**config.mk**
```make
export PLATFORM = sky130hd
export DESIGN_NAME = ddsl_host_flat
export DESIGN_NICKNAME = d
export VERILOG_FILES = /design/src/verilog/ddsl_pkg.sv /design/src/verilog/ddsl_link_if.sv /design/src/verilog/ddsl_host.sv /design/src/flat_wrapper.sv
export SDC_FILE = /design/constraint.sdc
export NUM_CORES = 1
export LEC_CHECK = 0
export BUFFER_PORTS_ARGS = -buffer_cell sky130_fd_sc_hd__buf_2
export CORE_ASPECT_RATIO = 1.4
export CORE_UTILIZATION = 33
export CTS_BUF_LIST = sky130_fd_sc_hd__clkbuf_8
export DETAILED_ROUTE_END_ITERATION = 10
export PLACE_DENSITY = 0.52
export REMOVE_ABC_BUFFERS = 1
export SYNTH_ARGS = -nofsm -noshare
export SYNTH_HDL_FRONTEND = slang
export SYNTH_SLANG_ARGS = --single-unit
export TNS_END_PERCENT = 10
```
**constraint.sdc**
```tcl
create_clock -name clk -period 2.8 [get_ports clk]
set_clock_uncertainty 0.1 [all_clocks]
set_input_delay 0 -clock clk [delete_from_list [all_inputs] [get_ports clk]]
set_output_delay 0 -clock clk [all_outputs]
set_load 0.01 [all_outputs]
```
**src/verilog/ddsl_pkg.sv**
```systemverilog
// Shared constants of the dual converter serial load logic.
// Assumes a 125 MHz host clock and an 18-bit serial frame, sent as 24 bits in byte mode.
package ddsl_pkg;
  // Frame layout
  localparam int unsigned FRAME_BITS      = 18;
  localparam int unsigned BYTE_FRAME_BITS = 24;
  localparam int unsigned CODE_BITS       = 16;
  localparam int unsigned SEL_LO_POS      = 16;
  localparam int unsigned SEL_HI_POS      = 17;
  localparam int unsigned CHANNELS        = 2;
  // Preset codes
  localparam logic [15:0] PRESET_ZERO = 16'h0000;
  localparam logic [15:0] PRESET_HALF = 16'h8000;
  // Host register offsets (byte addresses)
  localparam logic [3:0] OFS_CTRL   = 4'h0;
  localparam logic [3:0] OFS_DATA   = 4'h4;
  localparam logic [3:0] OFS_STATUS = 4'h8;
  localparam logic [3:0] OFS_PINS   = 4'hc;
  // Control register fields
  localparam int unsigned CTRL_START_POS = 0;
  localparam int unsigned CTRL_BYTE_POS  = 1;
  localparam int unsigned CTRL_SLO_POS   = 2;
  localparam int unsigned CTRL_SHI_POS   = 3;
  // Status and pin register fields
  localparam int unsigned STAT_BUSY_POS  = 0;
  localparam int unsigned PIN_LOAD_POS   = 0;
  localparam int unsigned PIN_PRESET_POS = 1;
  localparam int unsigned PIN_MSB_POS    = 2;
  // Reset values
  localparam logic [2:0]  PINS_RESET = 3'h3;
  localparam logic [15:0] DATA_RESET = 16'h0000;
  // Link timing
  localparam int unsigned CLK_NS        = 8;
  localparam int unsigned SCLK_HALF_NS  = 80;
  localparam int unsigned SCLK_HALF_CYC = (SCLK_HALF_NS + CLK_NS - 1) / CLK_NS;
endpackage

```
**src/verilog/ddsl_link_if.sv**
```systemverilog
// Serial link and hardware control pins between host and converter.
// Assumes the host end drives every wire; the device end only listens.
`timescale 1ns/10ps
`default_nettype none
interface ddsl_link_if;
  logic cs_n;
  logic sclk;
  logic sdi;
  logic dac_load_strobe_n;
  logic async_preset_n;
  logic msb_level;
  modport host (output cs_n, output sclk, output sdi,
                output dac_load_strobe_n, output async_preset_n, output msb_level);
  modport dev  (input cs_n, input sclk, input sdi,
                input dac_load_strobe_n, input async_preset_n, input msb_level);
endinterface
`default_nettype wire

```
**src/verilog/ddsl_host.sv**
```systemverilog
// Host end: Avalon-MM register slave that sends serial frames.
// Assumes a 125 MHz clock; serial clock is divided down from it.
`timescale 1ns/10ps
`default_nettype none
module ddsl_host
  import ddsl_pkg::*;
#(
  parameter int unsigned SCLK_HALF = ddsl_pkg::SCLK_HALF_CYC
)
(
  // Clock and reset
  input  wire logic            clk,
  input  wire logic            rst_n,
  // Avalon-MM slave
  input  wire logic [3:0]      address,
  input  wire logic            read,
  input  wire logic            write,
  input  wire logic [31:0]     writedata,
  output logic [31:0]          readdata,
  output logic                 waitrequest,
  // Link to converter
  ddsl_link_if.host            link
);
  import ddsl_pkg::*;

  typedef enum logic [1:0] {ST_IDLE, ST_LO, ST_HI, ST_TAIL} ddsl_state_e;

  ddsl_state_e state_q;
  logic        wait_q;
  logic [31:0] rdata_q;
  logic        commit;
  logic        byte_q;
  logic [1:0]  sel_q;
  logic [15:0] data_q;
  logic [2:0]  pins_q;
  logic [23:0] word_q;
  logic [23:0] word_d;
  logic [4:0]  bits_q;
  logic [7:0]  cnt_q;
  logic        sclk_q;
  logic        cs_n_q;
  logic        sdi_q;
  logic        start;
  logic        half_done;

  // Bus handshake: one wait cycle, then commit
  assign commit    = (read | write) & ~wait_q;
  assign start     = commit & write & (address == OFS_CTRL) & writedata[CTRL_START_POS] & (state_q == ST_IDLE);
  assign half_done = (cnt_q == 8'(SCLK_HALF - 1));

  always_ff @(posedge clk)
  begin
    if (!rst_n)
      wait_q <= 1'b1;
    else
      wait_q <= ~((read | write) & wait_q);
  end

  // Read data prepared during the wait cycle
  always_ff @(posedge clk)
  begin
    if (!rst_n)
      rdata_q <= 32'h0000_0000;
    else if (read & wait_q)
    begin
      case (address)
        OFS_CTRL:   rdata_q <= {28'h0, sel_q, byte_q, 1'b0};
        OFS_DATA:   rdata_q <= {16'h0, data_q};
        OFS_STATUS: rdata_q <= {31'h0, state_q != ST_IDLE};
        OFS_PINS:   rdata_q <= {29'h0, pins_q};
        default:    rdata_q <= 32'h0000_0000;
      endcase
    end
  end

  // Register writes
  always_ff @(posedge clk)
  begin
    if (!rst_n)
    begin
      byte_q <= 1'b0;
      sel_q  <= 2'h0;
      data_q <= DATA_RESET;
      pins_q <= PINS_RESET;
    end
    else if (commit & write)
    begin
      if (address == OFS_CTRL && state_q == ST_IDLE)
      begin
        byte_q <= writedata[CTRL_BYTE_POS];
        sel_q  <= writedata[CTRL_SHI_POS:CTRL_SLO_POS];
      end
      if (address == OFS_DATA)
        data_q <= writedata[15:0];
      if (address == OFS_PINS)
        pins_q <= writedata[2:0];
    end
  end

  // Frame word from the start write: left-aligned in 24 bits, or right-aligned behind 6 zero bits in byte mode
  always_comb
  begin
    if (writedata[CTRL_BYTE_POS])
      word_d = {6'h00, writedata[CTRL_SHI_POS], writedata[CTRL_SLO_POS], data_q};
    else
      word_d = {writedata[CTRL_SHI_POS], writedata[CTRL_SLO_POS], data_q, 6'h00};
  end

  // Frame sequencer
  always_ff @(posedge clk)
  begin
    if (!rst_n)
    begin
      state_q <= ST_IDLE;
      word_q  <= 24'h000000;
      bits_q  <= 5'h00;
      cnt_q   <= 8'h00;
      sclk_q  <= 1'b0;
      cs_n_q  <= 1'b1;
      sdi_q   <= 1'b0;
    end
    else
    begin
      case (state_q)
        ST_IDLE:
          if (start)
          begin
            sdi_q   <= word_d[23];
            word_q  <= {word_d[22:0], 1'b0};
            bits_q  <= writedata[CTRL_BYTE_POS] ? 5'(BYTE_FRAME_BITS) : 5'(FRAME_BITS);
            cs_n_q  <= 1'b0;
            cnt_q   <= 8'h00;
            state_q <= ST_LO;
          end
        ST_LO:
          if (half_done)
          begin
            sclk_q  <= 1'b1;
            cnt_q   <= 8'h00;
            state_q <= ST_HI;
          end
          else
            cnt_q <= cnt_q + 8'h01;
        ST_HI:
          if (half_done)
          begin
            sclk_q <= 1'b0;
            cnt_q  <= 8'h00;
            bits_q <= bits_q - 5'h01;
            if (bits_q == 5'h01)
              state_q <= ST_TAIL;
            else
            begin
              sdi_q   <= word_q[23];
              word_q  <= {word_q[22:0], 1'b0};
              state_q <= ST_LO;
            end
          end
          else
            cnt_q <= cnt_q + 8'h01;
        ST_TAIL:
          if (half_done)
          begin
            cs_n_q  <= 1'b1;
            state_q <= ST_IDLE;
          end
          else
            cnt_q <= cnt_q + 8'h01;
        default:
          state_q <= ST_IDLE;
      endcase
    end
  end

  // Outputs straight from flops
  assign readdata               = rdata_q;
  assign waitrequest            = wait_q;
  assign link.cs_n              = cs_n_q;
  assign link.sclk              = sclk_q;
  assign link.sdi               = sdi_q;
  assign link.dac_load_strobe_n = pins_q[PIN_LOAD_POS];
  assign link.async_preset_n    = pins_q[PIN_PRESET_POS];
  assign link.msb_level         = pins_q[PIN_MSB_POS];
endmodule
`default_nettype wire

```
**src/flat_wrapper.sv**
```systemverilog
// flat-port wrapper written by rule: the top's interface ports become plain ports
module ddsl_host_flat import ddsl_pkg::*;
#(
  parameter int unsigned SCLK_HALF = ddsl_pkg::SCLK_HALF_CYC
)
  (clk, rst_n, address, read, write, writedata, readdata, waitrequest, link_cs_n, link_sclk, link_sdi, link_dac_load_strobe_n, link_async_preset_n, link_msb_level);
  ddsl_link_if link_i ();
  input  wire logic clk;
  input  wire logic rst_n;
  input  wire logic [3:0] address;
  input  wire logic read;
  input  wire logic write;
  input  wire logic [31:0] writedata;
  output logic [31:0] readdata;
  output logic waitrequest;
  output wire logic [$bits(link_i.cs_n)-1:0] link_cs_n;
  output wire logic [$bits(link_i.sclk)-1:0] link_sclk;
  output wire logic [$bits(link_i.sdi)-1:0] link_sdi;
  output wire logic [$bits(link_i.dac_load_strobe_n)-1:0] link_dac_load_strobe_n;
  output wire logic [$bits(link_i.async_preset_n)-1:0] link_async_preset_n;
  output wire logic [$bits(link_i.msb_level)-1:0] link_msb_level;
  assign link_cs_n = link_i.cs_n;
  assign link_sclk = link_i.sclk;
  assign link_sdi = link_i.sdi;
  assign link_dac_load_strobe_n = link_i.dac_load_strobe_n;
  assign link_async_preset_n = link_i.async_preset_n;
  assign link_msb_level = link_i.msb_level;
  ddsl_host #(.SCLK_HALF(SCLK_HALF)) u_core (.clk(clk), .rst_n(rst_n), .address(address), .read(read), .write(write), .writedata(writedata), .readdata(readdata), .waitrequest(waitrequest), .link(link_i));
endmodule
```
==> After elaboration in Yosys (flattened, before gate mapping) <==
Cells that the tools add are included.
{ "word_totals": {"romBits": 0, "input_bits": 40, "out_inout_bits": 39, "register_bits": 97, "memories": 0, "latch_bits": 0, "ramBits": 0, "word_cells": 85} }
{ "op_classes": {"n_lt_le_gt_ge": 0, "n_mux": 29, "reduce_logical": 17, "n_mul": 0, "n_bitwise": 10, "n_eq_ne": 14, "n_div": 0, "shifts": 0, "n_addsub": 2} }
{ "ops": {"columns": ["op", "count"], "rows": [
  ["$mux W24", 4],
  ["$pmux W16 S4", 1],
  ["$pmux W24 S2", 1],
  ["$mux W8", 3],
  ["$pmux W8 S3", 1],
  ["$mux W2", 5],
  ["$mux W5", 2],
  ["$pmux W5 S2", 1],
  ["$reduce_and A3 Y1", 3],
  ["$add A8 B1 Y8 const B", 1],
  ["$eq A4 B4 Y1 const B", 2],
  ["$eq A8 B4 Y1 const B", 1],
  ["$ne A2 B1 Y1 const B", 4],
  ["$pmux W2 S4", 1],
  ["$reduce_and A2 Y1", 4],
  ["$reduce_and A4 Y1", 2],
  ["$reduce_bool A2 Y1", 4],
  ["$and A1 B1 Y1", 7],
  ["$mux W1", 6],
  ["$pmux W1 S2", 3],
  ["$eq A5 B1 Y1 const B", 1],
  ["$sub A5 B1 Y5 const B", 1],
  ["$eq A2 B2 Y1 const B", 2],
  ["$eq A4 B3 Y1 const B", 1],
  ["other kinds (9)", 11]
]} }

==> Depth between registers and ports, before layout <==
Gate-level depths: netlist of the first run.
{ "logic_depth": {"word_depth": 8, "ltp_mapped": 9} }

==> Worst setup path before layout of the first run <==
OpenSTA, ideal clock, no wires.
{ "synth_path": {"kind": "register to register", "from": "register u_core.state_q[1]", "to": "register u_core.word_q[3]", "path_buffers": 3, "path_stages_with_launch": 10, "path_slack_ns": 0.813, "arrival_ns": 1.796, "cell_sequence": "dfxtp_1 -> inv_1 -> ha_1 -> clkbuf_1 -> nor2b_1 -> a31o_1 -> buf_4 -> and3_2 -> buf_6 -> a311oi_1"} }
{ "synth_via": {"elab_chain_cells": 4, "elab_cells_between_ends": 9} }
{ "synth_rtl": {"columns": ["item", "line_no", "source"], "rows": [
  ["from (decl)", "ddsl_host.sv:28", "ddsl_state_e state_q;"],
  ["from (signal assigned)", "ddsl_host.sv:114", "state_q <= ST_IDLE;"],
  ["from (signal assigned)", "ddsl_host.sv:133", "state_q <= ST_LO;"],
  ["from (signal assigned)", "ddsl_host.sv:140", "state_q <= ST_HI;"],
  ["$logic_not A2 Y1", "ddsl_host.sv:48, ddsl_host.sv:124", null],
  ["$and A1 B1 Y1", "ddsl_host.sv:48", "assign start = commit & write & (address == OFS_CTRL) & writedata[CTRL_START_POS] & (state_q == ST_IDLE);"],
  ["$ne A2 B1 Y1 (no line)", null, null],
  ["$reduce_and A4 Y1 (no line)", null, null],
  ["to (signal assigned)", "ddsl_host.sv:129", "word_q <= {word_d[22:0], 1'b0};"],
  ["to (signal assigned)", "ddsl_host.sv:155", "word_q <= {word_q[22:0], 1'b0};"],
  ["to (decl)", "ddsl_host.sv:36", "logic [23:0] word_q;"]
]} }
Parallel ways exist; a longest one is shown, timed or not.
A chain may end at the register's enable or synchronous reset.

==> Final worst setup path of the first run <==
{ "layout_path": {"from": "register u_core.state_q[0]", "to": "register u_core.word_q[2]"} }
The elaborated chain is that of the path after synthesis.

==> results of run 1 <==
power breakdown:
part / leakage, nW / internal, mW / switching [mW]
Sequential: 0.646 / 1.25 / 0.0673
Combinational: 1.01 / 0.297 / 0.554
Clock: 0.113 / 0.531 / 0.465
synthesized netlist by cell type, drive strengths merged, types with 8 or more instances:
master   n  area share [%]
dfxtp   80              39
a22oi   15             2.7
nand2   59             5.4
nor3     8             1.1
mux2i   21             5.1
nand4   16             2.4
ha       9             2.7
o31ai   18             3.3
nor3b    9             1.8
nor2    31             2.8
clkbuf  22             2.0
nand3   14             1.7
a211oi   9             1.6
inv     11             1.0
a21oi   42             5.1
o21ai   17             2.2
a31oi   14             2.1
buf     34             5.8
registers in the layout, indices dropped and copies added, names as in the netlist, 2 cells and up:
signal and count:
u_core.cnt_q 8, u_core.bits_q 5, u_core.readdata 16, u_core.sel_q 2, u_core.pins_q 3, u_core.word_q 23
u_core.state_q 2, u_core.data_q 16
worst register-to-register path: stages, from the launching register on:
cell and delay (ns):
dfxtp_1 0.34, inv_1 0.14, ha_1 0.42, nor2b_1 0.19, a31o_1 0.32, and3_2 0.44, a311oi_1 0.15
path summary, 6_finish.rpt:
check | start | to | cells after the start
max reg2reg | u_core.state_q[0]$_SDFFE_PN0P_ | u_core.word_q[2]$_SDFFE_PN0P_ | 6
min reg2reg | u_core.word_q[1]$_SDFFE_PN0P_ | u_core.word_q[1]$_SDFFE_PN0P_ | 2
min | address[0] | u_core.readdata[2]$_SDFFE_PN0P_ | 4
max | u_core.state_q[0]$_SDFFE_PN0P_ | u_core.word_q[2]$_SDFFE_PN0P_ | 6
metal layers:
layer  track usage [%]  wire length (µm)  up-vias
li1                  -                 -     1845
met1              22.1              4840     1763
met2              29.4              5250       78
met3              2.15               331       20
met4              9.12               307        0
met5                 0                 0        -
layout make-up:
type / instances / area [µm²]
Inverter: 12 / 45.0
Sequential cell: 80 / 1600
Clock buffer: 10 / 138
Clock inverter: 6 / 90.1
Timing Repair Buffer: 80 / 536
Fill cell: 1257 / 7200
Tap cell: 147 / 184
Multi-Input combinational cell: 353 / 2200
per-stage QoR:
stage | TNS [ns] | hold WS [ns] | setup WS [ns] | power [mW] | instances
detailed placement | 0 | 0.141 | 0.585 | 2.16 | 652
finish | 0 | 0.0134 | 0.566 | 3.16 | 688
global route | 0 | 0.0587 | 0.339 | 3.33 | 688
CTS | 0 | 0.00192 | 0.558 | 3.19 | 688
floorplan | -9.37 | -0.0381 | -0.522 | 1.85 | 445
global placement | 0 | 0.115 | 0.593 | 2.15 | 652
cell families (layout without fill, tap and decap cells):
logic type / after synthesis / count (layout) / synth area share [%]
other: 1 / 16 / 0.0914
buffers and inverters: 68 / 108 / 8.93
AOI/OAI and AO/OA: 146 / 146 / 23.8
adders and majority gates: 9 / 9 / 2.74
DFF: 80 / 80 / 39.0
and+or+nand+nor: 160 / 160 / 20.0
muxes: 22 / 22 / 5.40
==> run metrics, run 1 <==
Buffers & Inverters on Critical Path=1; drt pass-1 iters=4; Global Route Usage Sum=between 15 and 20%; crit end category=flip-flop; root buffer cell=clkbuf_8; post-synthesis cell count=a little under 500; Final Setup Violations=0; DRC=0; clock sink count=80; critical path startpoint category=flip-flop; R2R Setup Slk=around 0.57 ns; share of post-route cells with drive strength above 1=around 16%; Hold Buf Count CTS=20; max frequency=0.448 GHz; FFs w/ async S/R, synth=0%; dominant synthesized flop cell=dfxtp_1; port bufs=46; commonest cells after routing, fill and taps aside=dfxtp_1, nand2_1, buf_2, a21oi_1, nor2_1; CTS tree=built; setup bufs post-CTS=0; design area=~0.0048 mm²; total core area=0.0120 mm²; H-tree depth=3; Worst Tran Pin Value=~0.74 ns; pins over their slew limit=0; CP Max Fanout=12; Yosys cell types=56; fin crit share=around four fifths; DR vias=3706; commonest non-fill, non-tap cell in the layout=dfxtp_1; Post-DP HPWL=7060 µm; Max-slew headroom=between 50% and 60%; Top delay family on crit path=simple AND/OR/NAND/NOR gates; Nets=about 590; GR Overflow Total=0; Die X=~96 µm; Area growth syn-to-layout=16.8%; clk buf depth=2; Clk Latency, worst-skew pair=around 0.37 ns; post-synthesis average cell area=8.44 µm²; drt wl/cell=about 16 µm; clock-pin slew on the worst setup and hold paths=0.09 ns; post-CTS sizing=0; post-layout min period=2.23 ns; FF+latch count, synth=80; slowest cell delay on critical path=roughly 0.43 ns; final RePlAce weighted congestion=0.787; Ports=79; static leakage=~1.8 nW; largest net degree at the start of global routing=between 60 and 70; Synth Warn #=0; ANT cells=0; max_cap viols=0; RSZ-0062 raised after global routing=false; final core utilization=between 30 and 40%; slowest CP cell=and3_2; WL final=approximately 11000 µm; 1st-iter DRT viols=about 230; first-pass GRT wire length=around 18000 µm; Die Footprint=approximately 0.013 mm²; status=completed; TritonCTS buffer count=9; row count=47; antenna violations before repair=0; number of synthesized flops with an enable pin=0; DR vias/cell=5.39; Initial Util=34.2%; part of the Yosys area used for sequential elements=39.0%; vias in the first global route=3592; Worst EP required=2.92 ns; CP Class=flip-flop to flip-flop; Post-DRT Antenna Nets=0; synthesized area=approximately 0.004 mm²; arrival time worst endpoint=around 2.4 ns; PwrDens=between 600 and 700 mW/mm²; Hold Violations, Final=0; worst min-delay path class=input port to flip-flop; Die Ht=between 100 and 150 µm; worst vdd ir=between 0.3 and 0.4 mV; cell-by-cell listing of the critical path=inv_1 -> ha_1 -> nor2b_1 -> a31o_1 -> and3_2 -> a311oi_1; placement-stage cell area=0.00436 mm²
Note: power is estimated with default switching activity, not from simulation.
==> run 2, diff against run 1 <==
--- a/config.mk
+++ b/config.mk
@@ -10,7 +10,7 @@
 export CORE_UTILIZATION = 33
 export CTS_BUF_LIST = sky130_fd_sc_hd__clkbuf_8
 export DETAILED_ROUTE_END_ITERATION = 10
-export PLACE_DENSITY = 0.52
+export PLACE_DENSITY = 0.54
 export REMOVE_ABC_BUFFERS = 1
 export SYNTH_ARGS = -nofsm -noshare
 export SYNTH_HDL_FRONTEND = slang
==> constraint.sdc (replaced) <==
create_clock -name clk -period 1.9 [get_ports clk]
set_clock_uncertainty 0.1 [all_clocks]
set_input_delay 0 -clock clk [delete_from_list [all_inputs] [get_ports clk]]
set_output_delay 0 -clock clk [all_outputs]
set_load 0.01 [all_outputs]
==> run metrics, run 2 (same netlist as run 1, synthesis figures left out) <==
1st-iter DRT viols=211 (-7.0%); CP Class=flip-flop to flip-flop; TritonCTS buffer count=9 (unchanged); status=completed; GR Overflow Total=0 (unchanged); Fillers=1225 (-2.5%); clock sink count=80 (unchanged); first-pass GRT wire length=17900 µm (+0.47%); Ports=79 (unchanged); CP Max Fanout=14 (+2); clock-pin slew on the worst setup and hold paths=0.09 ns (about the same); CTS tree=built; Nets=623 (+6.5%); Final Setup Violations=0 (unchanged); final core utilization=44.0% (+4.0 points); row count=47 (unchanged); Inst Count DP=686 (+5.2%); Die X=96.3 µm (unchanged); final RePlAce weighted congestion=0.824 (+4.8%); Global Route Usage Sum=17.7% (-0.051 points); Worst EP required=2.09 ns (-0.83 ns); drt pass-1 iters=4 (unchanged); Initial Util=34.2% (unchanged); port bufs=46 (unchanged); Hold Violations, Final=0 (unchanged); DRC=0 (unchanged); share of post-route cells with drive strength above 1=25.4% (+9.0 points); hold_ws=0.0255 ns (+0.0121 ns); fin crit share=95.5% (+16 points); root buffer cell=clkbuf_8; hold path start=address[0]; Reg-to-Reg Start=u_core.state_q[1]$_SDFFE_PN0P_; drt wl/cell=15.5 µm (-0.33%); clk buf depth=2 (unchanged); Post-DP HPWL=7610 µm (+7.8%); power consumption=5.01 mW (+59%); antenna violations before repair=0 (unchanged); Post-DRT Antenna Nets=0 (unchanged); placement-stage cell area=0.00467 mm² (+7.0%); worst min-delay path class=input port to flip-flop; Die Footprint=0.0129 mm² (unchanged); total core area=0.0120 mm² (unchanged); Final Non-Filler Cells=725 (+5.4%); Biggest register=u_core.word_q; max frequency=0.551 GHz (+23%); vias in the first global route=3629 (+1.0%); worst vdd ir=0.439 mV (+35%); DR vias/cell=5.34 (-0.83%); critical path startpoint category=flip-flop; WL final=11300 µm (+5.0%); commonest non-fill, non-tap cell in the layout=dfxtp_1; CP startpoint=u_core.state_q[1]$_SDFFE_PN0P_; PwrDens=950 mW/mm² (+44%); commonest cells after routing, fill and taps aside=dfxtp_1, nand2_1, buf_2, a21oi_1, buf_4; crit end category=flip-flop; max_cap viols=0 (unchanged); largest net degree at the start of global routing=46 (-31%); design area=0.00527 mm² (+10%); Area growth syn-to-layout=28.5%; Die Ht=134 µm (unchanged); Clk Latency, worst-skew pair=0.36 ns (about the same); pins over their slew limit=0 (unchanged); static leakage=2.00 nW (+13%); H-tree depth=3 (unchanged); ANT cells=0 (unchanged); number of flip-flops in the largest register=23 (unchanged); arrival time worst endpoint=2.00 ns (-0.35 ns); post-layout min period=1.81 ns (-0.421 ns); DR vias=3873 (+4.5%)
-- run 2: changes by cell type in the layout (fill, tap and decap cells not counted), moves of 2 or more --
| cell | delta |
|---|---|
| o31ai_1 | -11 |
| o31ai_2 | +11 |
| ha_4 | +2 |
| buf_6 | +3 |
| inv_2 | +2 |
| buf_4 | +28 |
| buf_12 | +6 |
| ha_1 | -3 |
| clkinv_4 | +2 |
| inv_1 | -2 |
-- run 2: worst paths after layout --
kind	end	slack [ns]	cells past startpoint
min reg2reg	u_core.word_q[12]$_SDFFE_PN0P_	0.37	2
max	u_core.bits_q[2]$_SDFFE_PN0P_	0.09	6
max reg2reg	u_core.bits_q[2]$_SDFFE_PN0P_	0.09	6
min	u_core.readdata[2]$_SDFFE_PN0P_	0.03	4
-- run 2: layout make-up --
cell class / count / area, µm² / area share (%)
tap: 147 / 184 / 3.49
multi-input combinational: 353 / 2310 / 43.9
clock inverter: 6 / 93.8 / 1.78
sequential: 80 / 1600 / 30.4
clock buffer: 9 / 124 / 2.35
timing repair buffer: 118 / 910 / 17.3
inverter: 12 / 45.0 / 0.854
-- run 2: per-layer routing --
layer / track usage [%] / wire length [µm] / vias to the layer above
li1: - / - / 1924
met5: 0 / 0 / -
met4: 6.55 / 218 / 0
met1: 21.6 / 4920 / 1860
met2: 30.7 / 5780 / 74
met3: 2.61 / 345 / 15
-- run 2: worst max-delay path, stage by stage (launching register included) --
cell and delay (ns):
dfxtp_1 0.44, inv_1 0.09, ha_2 0.22, a21boi_1 0.15
buf_4 0.22, o41a_1 0.38, a21oi_1 0.12
-- run 2: per-stage QoR --
stage / setup slack (ns) / TNS [ns]
after floorplan: -1.42 / -41.75
after global placement: -0.000881 / -0.000881
after detailed placement: -0.0248 / -0.0362
after CTS: -0.000612 / -0.000612
after global routing: -0.00496 / -0.00496
final: 0.0862 / 0
-- run 2: what timing repair did --
action / CTS / global route
hold endpoints to repair: 24 / 0
setup buffers: 0 / 4
hold buffers: 19 / 0
endpoints found under the setup margin: 10 / 36
pin swaps: 0 / 11
cloned: 0 / 1
resized for setup: 4 / 25
-- run 2: report_power, final --
| group | switching [mW] | internal, mW |
|---|---|---|
| clock | 0.652 | 0.741 |
| combinational | 0.944 | 0.741 |
| sequential | 0.0972 | 1.84 |
